[config.mk]
export PLATFORM = sky130hd
export DESIGN_NAME = pmic_irq_top
export DESIGN_NICKNAME = d
export VERILOG_FILES = /design/src/hdl/pmic_irq_pkg.sv /design/src/hdl/reg_access_if.sv /design/src/hdl/host_serial_port.sv /design/src/hdl/pmic_irq_top.sv
export SDC_FILE = /design/constraint.sdc
export NUM_CORES = 1
export LEC_CHECK = 0
export BUFFER_PORTS_ARGS = -buffer_cell sky130_fd_sc_hd__buf_2
export CAP_MARGIN = 0
export CORE_MARGIN = 2
export CORE_UTILIZATION = 30
export DETAILED_ROUTE_END_ITERATION = 8
export SYNTH_ARGS = -nofsm -noshare
export SYNTH_HDL_FRONTEND = slang
export SYNTH_SLANG_ARGS = --single-unit
[constraint.sdc]
create_clock -name clk_sys -period 5.73 [get_ports clk_sys]
set_input_delay 0.8595 -clock clk_sys [delete_from_list [all_inputs] [get_ports clk_sys]]
set_output_delay 0.8595 -clock clk_sys [all_outputs]
set_load 0.01 [all_outputs]
[src/hdl/pmic_irq_pkg.sv]
// Constants shared by the interrupt controller and its host serial port.
// Assumes one 20 MHz system clock; every host pin is asynchronous to it.

package pmic_irq_pkg;

    // Frame slots, counted from zero at the first clock of a frame
    localparam logic [4:0] BIT_DIR        = 5'h00;
    localparam logic [4:0] BIT_ADDR_FIRST = 5'h01;
    localparam logic [4:0] BIT_ADDR_LAST  = 5'h0A;
    localparam logic [4:0] BIT_SPARE_LAST = 5'h0F;
    localparam logic [4:0] BIT_DATA_FIRST = 5'h10;
    localparam logic [4:0] BIT_DATA_LAST  = 5'h17;
    localparam logic [2:0] LAST_PACKET    = 3'h7;

    // Summary level
    localparam logic [9:0] ADDR_SUMMARY      = 10'h004;
    localparam logic [9:0] ADDR_SUMMARY_MASK = 10'h005;
    localparam logic [7:0] SUMMARY_VALID     = 8'h7F;
    localparam logic [7:0] SUMMARY_RST       = 8'h00;
    localparam logic [7:0] SUMMARY_MASK_RST  = 8'hFA;

    // Groups: 0 converter, 1 charger, 2 clock alarm, 3 general pin,
    // 4 regulator fault, 5 audio detect; group g drives summary bit g+1
    localparam int         GRP_N = 6;
    localparam logic [9:0] GRP_STAT_ADDR [GRP_N] =
        '{10'h05F, 10'h0D0, 10'h01C, 10'h0E8, 10'h030, 10'h197};
    localparam logic [9:0] GRP_MASK_ADDR [GRP_N] =
        '{10'h060, 10'h0D1, 10'h000, 10'h000, 10'h031, 10'h198};
    localparam logic [5:0] GRP_HAS_MASK = 6'h33;
    localparam logic [7:0] GRP_VALID [GRP_N] =
        '{8'h07, 8'hFE, 8'hB0, 8'hFF, 8'h07, 8'h0F};
    localparam logic [7:0] GRP_STAT_RST = 8'h00;
    localparam logic [7:0] GRP_MASK_RST [GRP_N] =
        '{8'h00, 8'h00, 8'h00, 8'h00, 8'h03, 8'h0F};

endpackage : pmic_irq_pkg

[src/hdl/reg_access_if.sv]
// Register strobes between the serial port and the register file.
// Assumes both ends run on the same system clock.
`timescale 1ns/10ps
`default_nettype none

interface reg_access_if;
    logic       rd_stb;
    logic       wr_stb;
    logic [9:0] addr;
    logic [7:0] wdata;
    logic [7:0] rdata;

    modport port (output rd_stb, output wr_stb, output addr,
                  output wdata, input rdata);
    modport regs (input rd_stb, input wr_stb, input addr,
                  input wdata, output rdata);
endinterface : reg_access_if

`default_nettype wire

[src/hdl/host_serial_port.sv]
// Mode 1 serial slave that turns host frames into register strobes.
// Assumes the host clock is far slower than clk_sys (at least 8x).
`timescale 1ns/10ps
`default_nettype none

module host_serial_port (
    // System
    input  wire logic clk_sys,
    input  wire logic sys_rst,
    // Host pins
    input  wire logic host_port_clock,
    input  wire logic host_port_select_n,
    input  wire logic host_port_mosi,
    output var  logic host_port_miso,
    output var  logic host_port_miso_oe,
    // Register side
    reg_access_if.port bus
);
    // Bit 0 clock, bit 1 select_n, bit 2 data in
    logic [2:0] s1_q, s2_q, s3_q, f_q;
    logic [4:0] cnt_q;
    logic       dir_q, pkt_done_q, rd_stb_q, wr_stb_q;
    logic [2:0] pkt_q;
    logic [9:0] addr_q;
    logic [7:0] data_q, wdata_q, tx_q;

    // Level accepted only once second and third stage agree
    wire [2:0] agree    = ~(s2_q ^ s3_q);
    wire [2:0] f_d      = (agree & s3_q) | (~agree & f_q);
    wire       clk_rise = f_d[0] & ~f_q[0];
    wire       clk_fall = ~f_d[0] & f_q[0];
    wire       sel      = ~f_d[1];
    wire       din      = f_d[2];
    wire       at_last  = cnt_q == pmic_irq_pkg::BIT_DATA_LAST;
    wire       in_addr  = cnt_q >= pmic_irq_pkg::BIT_ADDR_FIRST &&
                          cnt_q <= pmic_irq_pkg::BIT_ADDR_LAST;
    wire       in_data  = cnt_q >= pmic_irq_pkg::BIT_DATA_FIRST;
    wire       commit   = clk_fall && at_last && dir_q && !pkt_done_q;
    wire [4:0] cnt_nx   = !at_last ? cnt_q + 5'h01 :
                          dir_q ? pmic_irq_pkg::BIT_DIR :
                                  pmic_irq_pkg::BIT_DATA_FIRST;

    assign bus.rd_stb = rd_stb_q;
    assign bus.wr_stb = wr_stb_q;
    assign bus.addr   = addr_q;
    assign bus.wdata  = wdata_q;

    always_ff @(posedge clk_sys) begin
        if (sys_rst) begin
            s1_q <= 3'h2;
            s2_q <= 3'h2;
            s3_q <= 3'h2;
            f_q  <= 3'h2;
        end else begin
            s1_q <= {host_port_mosi, host_port_select_n, host_port_clock};
            s2_q <= s1_q;
            s3_q <= s2_q;
            f_q  <= f_d;
        end
    end

    // Deselect resets the slot counter, so every selection is fresh
    always_ff @(posedge clk_sys) begin
        if (sys_rst || !sel) begin
            cnt_q      <= pmic_irq_pkg::BIT_DIR;
            pkt_q      <= 3'h0;
            pkt_done_q <= 1'b0;
        end else if (clk_fall) begin
            cnt_q <= cnt_nx;
            if (commit && pkt_q == pmic_irq_pkg::LAST_PACKET) begin
                pkt_done_q <= 1'b1;
            end else if (commit) begin
                pkt_q <= pkt_q + 3'h1;
            end
        end
    end

    always_ff @(posedge clk_sys) begin
        if (sys_rst) begin
            dir_q    <= 1'b0;
            addr_q   <= 10'h000;
            data_q   <= 8'h00;
            wdata_q  <= 8'h00;
            rd_stb_q <= 1'b0;
            wr_stb_q <= 1'b0;
        end else begin
            rd_stb_q <= sel && clk_fall && !dir_q &&
                        (cnt_q == pmic_irq_pkg::BIT_SPARE_LAST || at_last);
            wr_stb_q <= sel && commit;
            if (sel && clk_fall) begin
                if (cnt_q == pmic_irq_pkg::BIT_DIR) begin
                    dir_q <= din;
                end
                if (in_addr) begin
                    addr_q <= {addr_q[8:0], din};
                end
                if (at_last && !dir_q) begin
                    addr_q <= addr_q + 10'h001;
                end
                // Read frames never look at data-in past the address
                if (in_data && dir_q) begin
                    data_q <= {data_q[6:0], din};
                end
                if (commit) begin
                    wdata_q <= {data_q[6:0], din};
                end
            end
        end
    end

    // Host samples on falling edges, so data moves on rising edges
    always_ff @(posedge clk_sys) begin
        if (sys_rst || !sel) begin
            tx_q              <= 8'h00;
            host_port_miso    <= 1'b0;
            host_port_miso_oe <= 1'b0;
        end else begin
            host_port_miso_oe <= 1'b1;
            if (bus.rd_stb) begin
                tx_q <= bus.rdata;
            end else if (clk_rise && in_data && !dir_q) begin
                host_port_miso <= tx_q[7];
                tx_q           <= {tx_q[6:0], 1'b0};
            end else if (clk_rise) begin
                host_port_miso <= 1'b0;
            end
        end
    end
endmodule : host_serial_port

`default_nettype wire

[src/hdl/pmic_irq_top.sv]
// Two-level interrupt controller with its host serial register port.
// Assumes event inputs are synchronous to clk_sys and active high.
`timescale 1ns/10ps
`default_nettype none

module pmic_irq_top (
    // System
    input  wire logic       clk_sys,
    input  wire logic       sys_rst,
    // Host serial port
    input  wire logic       host_port_clock,
    input  wire logic       host_port_select_n,
    input  wire logic       host_port_mosi,
    output var  logic       host_port_miso,
    output var  logic       host_port_miso_oe,
    // Host interrupt
    output var  logic       host_irq_out,
    // Event sources, held high or pulsed for one cycle
    input  wire logic       power_key_event,
    input  wire logic [7:0] converter_events,
    input  wire logic [7:0] charger_events,
    input  wire logic [7:0] clock_alarm_events,
    input  wire logic [7:0] general_pin_events,
    input  wire logic [7:0] regulator_fault_events,
    input  wire logic [7:0] audio_detect_events
);
    localparam int GN = pmic_irq_pkg::GRP_N;

    reg_access_if bus ();

    logic [7:0]    ev       [GN];
    logic [7:0]    stat_q   [GN];
    logic [7:0]    stat_d   [GN];
    logic [7:0]    mask2_q  [GN];
    logic [7:0]    grp_clr  [GN];
    logic [GN-1:0] stat_hit, mask_hit, grp_or, grp_prev_q, grp_rise;
    logic [GN-1:0] clr_grp_q;
    logic [7:0]    sum_q, sum_d, sum_set, sum_clr, mask1_q;
    logic [7:0]    clr_val_q, rd_grp;
    logic          clr_stb_q, clr_sum_q, irq_q;

    host_serial_port u_port (
        .clk_sys            (clk_sys),
        .sys_rst            (sys_rst),
        .host_port_clock    (host_port_clock),
        .host_port_select_n (host_port_select_n),
        .host_port_mosi     (host_port_mosi),
        .host_port_miso     (host_port_miso),
        .host_port_miso_oe  (host_port_miso_oe),
        .bus                (bus)
    );

    assign ev[0] = converter_events;
    assign ev[1] = charger_events;
    assign ev[2] = clock_alarm_events;
    assign ev[3] = general_pin_events;
    assign ev[4] = regulator_fault_events;
    assign ev[5] = audio_detect_events;

    wire sum_hit  = bus.addr == pmic_irq_pkg::ADDR_SUMMARY;
    wire summ_hit = bus.addr == pmic_irq_pkg::ADDR_SUMMARY_MASK;

    for (genvar g = 0; g < GN; g++) begin : grp
        assign stat_hit[g] = bus.addr == pmic_irq_pkg::GRP_STAT_ADDR[g];
        assign mask_hit[g] = pmic_irq_pkg::GRP_HAS_MASK[g] &&
                             bus.addr == pmic_irq_pkg::GRP_MASK_ADDR[g];
        // Only bits captured by the read are cleared
        assign grp_clr[g]  = (clr_stb_q && clr_grp_q[g]) ? clr_val_q
                                                         : 8'h00;
        // Set term is ORed after the clear, so a same-cycle event survives
        assign stat_d[g]   = ((stat_q[g] & ~grp_clr[g]) | ev[g]) &
                             pmic_irq_pkg::GRP_VALID[g];
        // Second-level mask gates the group output, never the status bit
        assign grp_or[g]   = |(stat_q[g] & ~mask2_q[g]);

        always_ff @(posedge clk_sys) begin
            if (sys_rst) begin
                stat_q[g] <= pmic_irq_pkg::GRP_STAT_RST;
            end else begin
                stat_q[g] <= stat_d[g];
            end
        end

        // Groups without a mask register keep an all-clear mask
        always_ff @(posedge clk_sys) begin
            if (sys_rst) begin
                mask2_q[g] <= pmic_irq_pkg::GRP_MASK_RST[g];
            end else if (bus.wr_stb && mask_hit[g]) begin
                mask2_q[g] <= bus.wdata &
                              pmic_irq_pkg::GRP_VALID[g];
            end
        end
    end

    // A still-high group output hides later rises; the group read shows all
    assign grp_rise = grp_or & ~grp_prev_q;
    assign sum_set  = {1'b0, grp_rise, power_key_event};
    assign sum_clr  = (clr_stb_q && clr_sum_q) ? clr_val_q : 8'h00;
    assign sum_d    = ((sum_q & ~sum_clr) | sum_set) &
                      pmic_irq_pkg::SUMMARY_VALID;

    always_comb begin
        rd_grp = 8'h00;
        for (int g = 0; g < GN; g++) begin
            rd_grp = rd_grp | (stat_hit[g] ? stat_q[g] : 8'h00) |
                     (mask_hit[g] ? mask2_q[g] : 8'h00);
        end
    end

    // Unmapped addresses read as zero
    assign bus.rdata = sum_hit  ? sum_q :
                       summ_hit ? mask1_q : rd_grp;

    always_ff @(posedge clk_sys) begin
        if (sys_rst) begin
            sum_q      <= pmic_irq_pkg::SUMMARY_RST;
            grp_prev_q <= '0;
        end else begin
            sum_q      <= sum_d;
            grp_prev_q <= grp_or;
        end
    end

    always_ff @(posedge clk_sys) begin
        if (sys_rst) begin
            mask1_q <= pmic_irq_pkg::SUMMARY_MASK_RST;
        end else if (bus.wr_stb && summ_hit) begin
            mask1_q <= bus.wdata & pmic_irq_pkg::SUMMARY_VALID;
        end
    end

    // Self-clear one cycle after the read strobe, with the value sent
    always_ff @(posedge clk_sys) begin
        if (sys_rst) begin
            clr_stb_q <= 1'b0;
            clr_sum_q <= 1'b0;
            clr_grp_q <= '0;
            clr_val_q <= 8'h00;
        end else begin
            clr_stb_q <= bus.rd_stb;
            clr_sum_q <= sum_hit;
            clr_grp_q <= stat_hit;
            clr_val_q <= bus.rdata;
        end
    end

    always_ff @(posedge clk_sys) begin
        if (sys_rst) begin
            irq_q <= 1'b0;
        end else begin
            irq_q <= |(sum_q & ~mask1_q);
        end
    end

    assign host_irq_out = irq_q;
endmodule : pmic_irq_top

`default_nettype wire

# Yosys cells after proc, flatten, opt, wreduce, memory -nomap -nowiden

Memory sizes are Yosys's and may differ from the RTL's.
Index checks and enable logic that the tools add are counted.
Widths: inputs -> output; s select.

Flip-flop bits (word level): 97
Bits in latches: 0
Memory bits (writable): 96
Memory bits (read-only): 0
Input port bits: 54
Output and inout port bits: 3
Logic and storage cells: 216
Memories kept: 2

Memory list:

| name    | depth | bits a word | read ports | clocked after Yosys merged registers in | write ports | line               | source |
|---|---|---|---|---|---|---|---|
| mask2_q | 6     | 8           | 6          | 0                                       | 6           | pmic_irq_top.sv:34 | `logic [7:0] mask2_q [GN];` |
| stat_q  | 6     | 8           | 6          | 0                                       | 6           | pmic_irq_top.sv:32 | `logic [7:0] stat_q [GN];` |

$add $sub $neg: 3
Multipliers: 0
Divide/modulo/power cells: 0
$lt $le $gt $ge: 3
Equal/unequal tests: 15
Shift-type cells: 0
Muxes and demuxes: 53
Bitwise gates (word level): 69
Reduce and logical (&&, ||, !) cells: 47

Operators by type and width:

| operator              | number |
|---|---|
| $mux 8                | 27 |
| $or 8x8->8            | 12 |
| $not 8->8             | 10 |
| $and 8x8->8           | 9 |
| $reduce_or 8->1       | 7 |
| $eq 10x8->1 const B   | 3 |
| $logic_and 1x1->1     | 25 |
| $eq 10x3->1 const B   | 2 |
| $eq 10x6->1 const B   | 2 |
| $eq 10x7->1 const B   | 2 |
| $eq 10x9->1 const B   | 2 |
| $mux 10               | 2 |
| $mux 1                | 18 |
| $and 3x3->3           | 4 |
| $not 3->3             | 4 |
| $reduce_and 2->1      | 6 |
| $add 10x1->10 const B | 1 |
| $eq 10x5->1 const B   | 1 |
| $mux 5                | 2 |
| $or 1x1->1            | 10 |
| $or 3x3->3            | 3 |
| $and 7x8->8           | 1 |
| $and 7x7->7           | 1 |
| $mux 7                | 1 |
| other kinds (25)      | 35 |

# Depth between registers and ports, before layout

Gate-level depths: netlist of the first run.

Depth after elaboration: 14
Depth in mapped cells: 10
Mapped depth without buffers: 7

# Modules after synthesis

Synthesis of the first run repeated with hierarchy kept, for this count alone.

Cell total of the unflattened synthesis: 707
Area, all modules: 6,344.8 µm²

Modules (own cells, without submodules):

| module           | times used | cells an instance | area an instance (µm²) |
|---|---|---|---|
| pmic_irq_top     | 1          | 426               | 3,726.1 |
| host_serial_port | 1          | 281               | 2,618.8 |

# Least setup slack after synthesis of the first run

Ideal clock, no wire load.

Path type: input -> register
From: in sys_rst
To: reg u_port.tx_q[0]
Library setup time: 74 ps
Arrival: 2,190 ps
Required time: 5,656 ps
Setup slack: 3,466 ps
Stages on the path: 5
Buffers on the path: 2
Cell sequence: clkbuf_1 > or2_2 > clkbuf_1 > or4b_2 > o21ai_0

Word-level cells in the longest chain between the ends: 1

Ends and longest elaborated chain:

| item                   | line                    | source |
|---|---|---|
| start: declaration     | pmic_irq_top.sv:9       | `input wire logic sys_rst,` |
| $logic_or 1x1->1       | host_serial_port.sv:113 | `if (sys_rst \|\| !sel) begin` |
| end signal: assignment | host_serial_port.sv:120 | `tx_q <= bus.rdata;` |
| end signal: assignment | host_serial_port.sv:123 | `tx_q <= {tx_q[6:0], 1'b0};` |
| end: declaration       | host_serial_port.sv:25  | `logic [7:0] data_q, wdata_q, tx_q;` |

Every way passes these cells.
A chain may end at the register's enable or synchronous reset.

# Worst setup path in the final report of the first run

From: reg u_port.cnt_q[0]
To: reg u_port.addr_q[8], in the netlist u_port.bus.addr[8]

Word-level cells in the longest chain between the ends: 4
Elaborated cells between the ends (all ways): 8
Those cells by class: 2 x order compare; 1 x eq/ne; 1 x mux; 4 x reduce/logical

Ends and longest elaborated chain:

| item                                 | line                                           | source |
|---|---|---|
| start: declaration                   | host_serial_port.sv:21                         | `logic [4:0] cnt_q;` |
| start signal: assignment             | host_serial_port.sv:65                         | `cnt_q <= pmic_irq_pkg::BIT_DIR;` |
| start signal: assignment             | host_serial_port.sv:69                         | `cnt_q <= cnt_nx;` |
| $ge 5x1->1 (tied with other cells)   | host_serial_port.sv:35                         | `wire in_addr = cnt_q >= pmic_irq_pkg::BIT_ADDR_FIRST &&` |
| $logic_and 1x1->1 (on tied branches) | host_serial_port.sv:35, host_serial_port.sv:97 |  |
| $reduce_bool 2->1 (no source line)   | n/a                                            |  |
| $reduce_and 2->1 (no source line)    | n/a                                            |  |
| end signal: assignment               | host_serial_port.sv:95                         | `addr_q <= {addr_q[8:0], din};` |
| end signal: assignment               | host_serial_port.sv:98                         | `addr_q <= addr_q + 10'h001;` |
| end: declaration                     | host_serial_port.sv:24                         | `logic [9:0] addr_q;` |

Parallel ways exist; a longest one is shown, timed or not.

==> results.md, run 1 <==
* Vias in the first global route at 5129
* Pleak at 2.67 nW
* Hold Fails Final Rpt at 0
* DR vias at 5429
* Multi-input logic area at 0.00306 mm^2
* Die ar. at 0.0225 mm^2
* Clk root buf: clkbuf_16
* Crit path kind: register to register
* Critical-path maximum fanout at 11
* Drt wl/cell at 16.5 um
* Sequential element share of the synthesized area at 47.1%
* Bufs and invs on worst path at 0
* Clock skew at 0.00828 ns
* Layout cells sized above 1 at 11.6%
* Slowest-stage cell, CP: nor3_1
* Slowest stage delay, CP at 0.94 ns
* Die W at 150 um
* Iteration-0 DRC Markers at 478
* Yosys warning count at 0
* Clock Tree Buf Depth at 2
* DRT Pass-1 Iters at 5
* Worst-Margin Slew at 1.16 ns
* Most frequent cells in the layout: 125 x dfxtp_1, 90 x nor2_1, 67 x a21oi_1
* # nets final at 813
* Final ANT Viol Nets at 0
* Pwr Density at 308 mW/mm^2
* Via/cell ratio at 5.23
* Pin count of the biggest net entering global routing at 54
* Delay-heaviest family, CP: simple AND/OR/NAND/NOR gates
* Status: finished, final reports clean
* Drt drc at 0
* ANT cells at 0
* Critical-path cell list: ha_1, nand2_1, nor3_1, a21oi_1, or4_1, a21oi_1
* Postcts setup bufs at 0
* Grt total ovfl at 0
* Fin area at 0.00736 mm^2
* VDD IR-drop max at 154 uV
* Area Overhead vs Synth at 15.0%
* Clk Latency, worst-skew pair at 0.42 ns
* Fillers at 2165
* Post-Syn Area at 0.00640 mm^2
* Initial antenna violation count at 0
* Sequential cell area at 0.00301 mm^2
* Starting Density at 30.6%
* Crit end category: register
* Final WL at 17100 um
* RSZ-0062 raised after global routing: false
* Min Clock Period, post-route at 2.90 ns
* Post-synth EDFFs at 17
* Max-slew violations at 0
* # resized after CTS at 0
* First-pass GRT wire length at 27500 um
* # setup viols final at 0
* Number of port buffers at 36
* Syn_area_per_cell at 8.61 um^2
* Post-synthesis net count at 806
* Most frequent CP cell: a21oi_1
* Row Count at 53
* Core Footprint at 0.0210 mm^2
* Most common cell after layout, fill and taps aside: dfxtp_1
* Clock Sink Count at 142
* Die Ht at 150 um
* Worst-path clk slew at 0.06 ns
* Min-delay worst type: register to register
* Critical path arrival at 3.25 ns
* Period utilisation layout at 50.5%
* Critical Path RT at 6.08 ns
* CTS Hold Buffers Added at 0
* Library cells used by synthesis at 67
* CTS tree: done
* Asr flop ratio synth at 0%
* Htree depth at 4
* Critical Path Start Type: register
* Synth Flop Type: dfxtp_1
* Num CTS Buffers at 17
* #FFs+latches synth at 142
* Setup TNS at 0 ns
* DP Area at 0.00675 mm^2
* Post-Syn Instances at 744
* Max-cap violation count at 0
* Gpl congestion at 0.876
* Max Clock Freq at 345 MHz
* GRT Resource Usage Total at 15.8%
* Top Ports at 57
* Worst rel slew slack at 22.2%
* Dpl hpwl at 12100 um
* Finished Core Util at 35.1%
[through the flow]
stage | instances | hold WS, ns | worst slack (ns) | total power [mW]
detailed placement | 1007 | 0.393 | 2.85 | 1.15
CTS | 1039 | 0.408 | 2.85 | 2.29
global placement | 1007 | 0.394 | 2.82 | 1.14
finish | 1039 | 0.408 | 2.83 | 2.27
global route | 1039 | 0.431 | 2.53 | 2.34
floorplan | 744 | 0.389 | 3.47 | 1.11
[power breakdown]
group	switching [mW]	total (mW)	internal, mW	leakage [nW]
registers	0.0252	1.06	1.03	1.17
clock network	0.423	1.14	0.718	0.297
logic	0.0374	0.0665	0.0291	1.20
total	0.486	2.27	1.78	2.67
[sequential cells by signal (all words and copies together) (netlist names), 5 cells and up]
register,cells
clr_val_q,8
u_port.bus.addr,10
clr_grp_q,6
u_port.bus.wdata,8
stat_q,28
mask2_q,17
u_port.tx_q,8
mask1_q,8
grp_prev_q,6
u_port.cnt_q,5
u_port.data_q,7
sum_q,7
[area by class of cell]
class	instances	area share, %
Timing Repair Buffer	39	2.79
Inverter	34	1.73
Tap cell	275	4.67
Clock inverter	11	1.87
Multi-Input combinational cell	517	41.6
Sequential cell	142	40.9
Clock buffer	21	6.41
[worst register-to-register path, stage by stage, from the launching register on]
cell	delay, ns
dfxtp_1	0.43
ha_1	0.20
nand2_1	0.17
nor3_1	0.94
a21oi_1	0.37
or4_1	0.56
a21oi_1	0.15
[path summary, 6_finish.rpt]
path                            slack [ns]                 end            start  cells after the start
worst max-delay path                  2.83  u_port.bus.addr[8]  u_port.cnt_q[0]                      6
worst max register to register        2.83  u_port.bus.addr[8]  u_port.cnt_q[0]                      6
worst min-delay path                  0.41      u_port.s2_q[1]   u_port.s1_q[1]                      1
worst min register to register        0.41      u_port.s2_q[1]   u_port.s1_q[1]                      1
[logic make-up (layout without fill, tap and decap cells)]
logic type                 Yosys count  in the layout  share of synthesized area, %
AOI/OAI and AO/OA                  155            155                          15.8
xor gates and xnor gates             3              3                         0.410
adders and majority gates           10             10                          1.88
buffers and inverters               85            105                          5.20
DFF                                142            142                          47.1
muxes                               25             25                          3.97
and+or+nand+nor                    324            324                          25.7
[synthesized netlist by cell type, types with 3 or more instances]
cell type / count / area share, %
a21o_1: 4 / 0.47
nand3b_1: 3 / 0.35
nand4_1: 9 / 0.88
a31o_2: 3 / 0.41
inv_1: 33 / 1.9
o311a_1: 3 / 0.47
mux2_2: 3 / 0.53
nand3_1: 56 / 4.4
or4_1: 5 / 0.59
o21ai_0: 18 / 1.4
nor2b_1: 9 / 0.88
clkbuf_1: 44 / 2.6
a211oi_1: 3 / 0.35
o211ai_1: 6 / 0.70
and4b_1: 7 / 1.1
buf_2: 5 / 0.39
dfxtp_1: 125 / 39
o311ai_0: 8 / 1.1
mux2i_1: 22 / 3.4
nand2b_1: 9 / 0.88
edfxtp_1: 17 / 8.0
nor3_1: 18 / 1.4
or2_2: 6 / 0.59
a21oi_1: 67 / 5.2
and3_1: 8 / 0.78
ha_1: 8 / 1.6
nor3b_1: 3 / 0.35
and2_1: 17 / 1.7
o31ai_1: 3 / 0.35
a32o_1: 4 / 0.63
nor2_1: 90 / 5.3
o2111ai_1: 3 / 0.41
o32ai_1: 4 / 0.55
nor4_1: 5 / 0.49
a31oi_1: 5 / 0.49
o41ai_1: 3 / 0.41
a222oi_1: 3 / 0.47
nand2_1: 61 / 3.6
o22ai_1: 4 / 0.39
[per-layer routing]
| metal | vias up | global-route usage, % | part of all wire, % | routed length, um |
|---|---|---|---|---|
| met5 | - | 0 | 0 | 0 |
| met4 | 0 | 6.04 | 2.3 | 393 |
| met3 | 34 | 3.72 | 5.1 | 867 |
| met2 | 145 | 24.7 | 46 | 7820 |
| met1 | 2561 | 21.1 | 47 | 8060 |
| li1 | 2689 | - | - | - |
No activity file was read; power rests on OpenSTA's default activity.
==> run 2, diff against run 1 <==
==> constraint.sdc (replaced) <==
create_clock -name clk_sys -period 2.8 [get_ports clk_sys]
set_input_delay 0.42 -clock clk_sys [delete_from_list [all_inputs] [get_ports clk_sys]]
set_output_delay 0.42 -clock clk_sys [all_outputs]
set_load 0.01 [all_outputs]
==> run 2 against run 1 <==
  * Power increased by 100%
  * Critical path depth increased by 1
  * Clock-buffer cell count decreased by 2
  * Register-to-register slack got worse by 2.4 ns
  * Clock power increased by 96%
  * Utilization increased by 0.56 points
  * Sequential cell count unchanged
  * Wire length increased by 3.3%
  * Worst hold slack got worse by 0.24 ns
  * First-iteration DRC count decreased by 6.5%
  * Design area increased by 1.6%
==> results.md, run 2 (synthesized netlist as in run 1, its figures left out) <==
* Status: finished, final reports clean (unchanged)
* Die Ht at 150 um (unchanged)
* Largest register FFs at 28 (unchanged)
* Crit path kind: register to register (unchanged)
* Period utilisation layout at 86.3% (was 50.5%)
* VDD IR-drop max at 331 uV (was 154 uV)
* Non-Filler Instances at 1057 (was 1039)
* Drt wl/cell at 16.8 um (was 16.5 um)
* Postcts setup bufs at 0 (unchanged)
* Critical Path RT at 3.07 ns (was 6.08 ns)
* Worst-path clk slew at 0.06 ns (about the same)
* Max-cap violation count at 0 (unchanged)
* Critical Path Start Type: register (unchanged)
* Vias in the first global route at 5173 (was 5129)
* Starting Density at 30.6% (unchanged)
* Via/cell ratio at 5.22 (was 5.23)
* ANT cells at 0 (unchanged)
* Die ar. at 0.0225 mm^2 (unchanged)
* Top Ports at 57 (unchanged)
* Most frequent cells in the layout: 125 x dfxtp_1, 90 x nor2_1, 67 x a21oi_1 (unchanged)
* Total power at 4.55 mW (was 2.27 mW)
* Layout cells sized above 1 at 14.1% (was 11.6%)
* Grt total ovfl at 0 (unchanged)
* Final ANT Viol Nets at 0 (unchanged)
* Max-slew violations at 0 (unchanged)
* Initial antenna violation count at 0 (unchanged)
* PnR worst setup slack at 0.384 ns (was 2.83 ns)
* Top reg by flops: stat_q (unchanged)
* Worst-Margin Slew at 0.664 ns (was 1.16 ns)
* DR vias at 5520 (was 5429)
* # resized after CTS at 0 (unchanged)
* Crit end category: register (unchanged)
* Dpl hpwl at 12700 um (was 12100 um)
* Critical path arrival at 2.68 ns (was 3.25 ns)
* Post-Place Cells at 1025 (was 1007)
* Final WL at 17700 um (was 17100 um)
* Pleak at 2.75 nW (was 2.67 nW)
* Hold Fails Final Rpt at 0 (unchanged)
* CTS Hold Buffers Added at 0 (unchanged)
* Clk Latency, worst-skew pair at 0.42 ns (about the same)
* Min Clock Period, post-route at 2.42 ns (was 2.90 ns)
* Clk root buf: clkbuf_16 (unchanged)
* # setup viols final at 0 (unchanged)
* Number of port buffers at 36 (unchanged)
* Most common cell after layout, fill and taps aside: dfxtp_1 (unchanged)
* Min-delay worst type: input port to register (was register to register)
* Clock Tree Buf Depth at 2 (unchanged)
* Gpl congestion at 0.917 (was 0.876)
* Drt drc at 0 (unchanged)
* Die W at 150 um (unchanged)
* Worst rel slew slack at 55.6% (was 22.2%)
* Setup TNS at 0 ns (unchanged)
* # nets final at 831 (was 813)
* Num CTS Buffers at 17 (unchanged)
* Critical-path maximum fanout at 15 (was 11)
* Pwr Density at 608 mW/mm^2 (was 308 mW/mm^2)
* Core Footprint at 0.0210 mm^2 (unchanged)
* First-pass GRT wire length at 28300 um (was 27500 um)
* Clock skew at 0.00812 ns (was 0.00828 ns)
* Row Count at 53 (unchanged)
* Clock Sink Count at 142 (unchanged)
* CTS tree: done (unchanged)
* RSZ-0062 raised after global routing: false (unchanged)
* Max Clock Freq at 414 MHz (was 345 MHz)
* GRT Resource Usage Total at 16.2% (was 15.8%)
* Pin count of the biggest net entering global routing at 90 (was 54)
* Htree depth at 4 (unchanged)
* Pre-CTS WS at 0.421 ns (was 2.85 ns)
* Area Overhead vs Synth at 16.8% (was 15.0%)
* Iteration-0 DRC Markers at 447 (was 478)
* DRT Pass-1 Iters at 5 (unchanged)
## run 2: cell count changes in the layout (fill, tap and decap cells not counted), sizes merged
cell and delta:
clkinvlp +1, bufinv -1, inv +4, clkinv -2, buf +18, clkbuf -2
## run 2: power by group
| part | internal (mW) | switching, mW | total [mW] |
|---|---|---|---|
| logic | 0.0643 | 0.0765 | 0.141 |
| registers | 2.11 | 0.0545 | 2.17 |
| clock network | 1.34 | 0.901 | 2.24 |
| total | 3.52 | 1.03 | 4.55 |
## run 2: metrics by stage
stage	utilization [%]	instance area [um^2]	hold slack, ns
after floorplan	-	6400	0.389
after global placement	32.9	6900	0.394
after detailed placement	32.9	6900	0.396
after CTS	35.7	7480	0.161
after global routing	35.7	7480	0.164
final	35.7	7480	0.172
## run 2: worst max-delay path: stages, from the launching register on
cell and delay, ns:
dfxtp_1 0.37, inv_1 0.10, ha_1 0.38, or3b_2 0.66
nor2_1 0.13, o21ai_0 0.15, o311ai_0 0.23, o311ai_0 0.24
## run 2: final timing paths
| path | startpoint | endpoint | slack, ns | cells past startpoint |
|---|---|---|---|---|
| max | u_port.bus.addr[0] | u_port.tx_q[1] | 0.38 | 7 |
| min reg2reg | u_port.s1_q[1] | u_port.s2_q[1] | 0.41 | 1 |
| max reg2reg | u_port.bus.addr[0] | u_port.tx_q[1] | 0.38 | 7 |
| min | host_port_select_n | u_port.s1_q[1] | 0.17 | 2 |
## run 2: routing by layer
| layer | up-vias | track usage [%] | wire (um) |
|---|---|---|---|
| met5 | - | 0 | 0 |
| met2 | 146 | 25.9 | 8150 |
| met3 | 27 | 3.84 | 943 |
| li1 | 2707 | - | - |
| met1 | 2640 | 21.9 | 8300 |
| met4 | 0 | 4.58 | 310 |
## run 2: final cells by class
class,count,area (um^2)
fill,2163,13500
multi-input combinational,517,3060
sequential,142,3010
clock buffer,19,443
timing repair buffer,57,353
tap,275,344
clock inverter,13,136
inverter,34,128
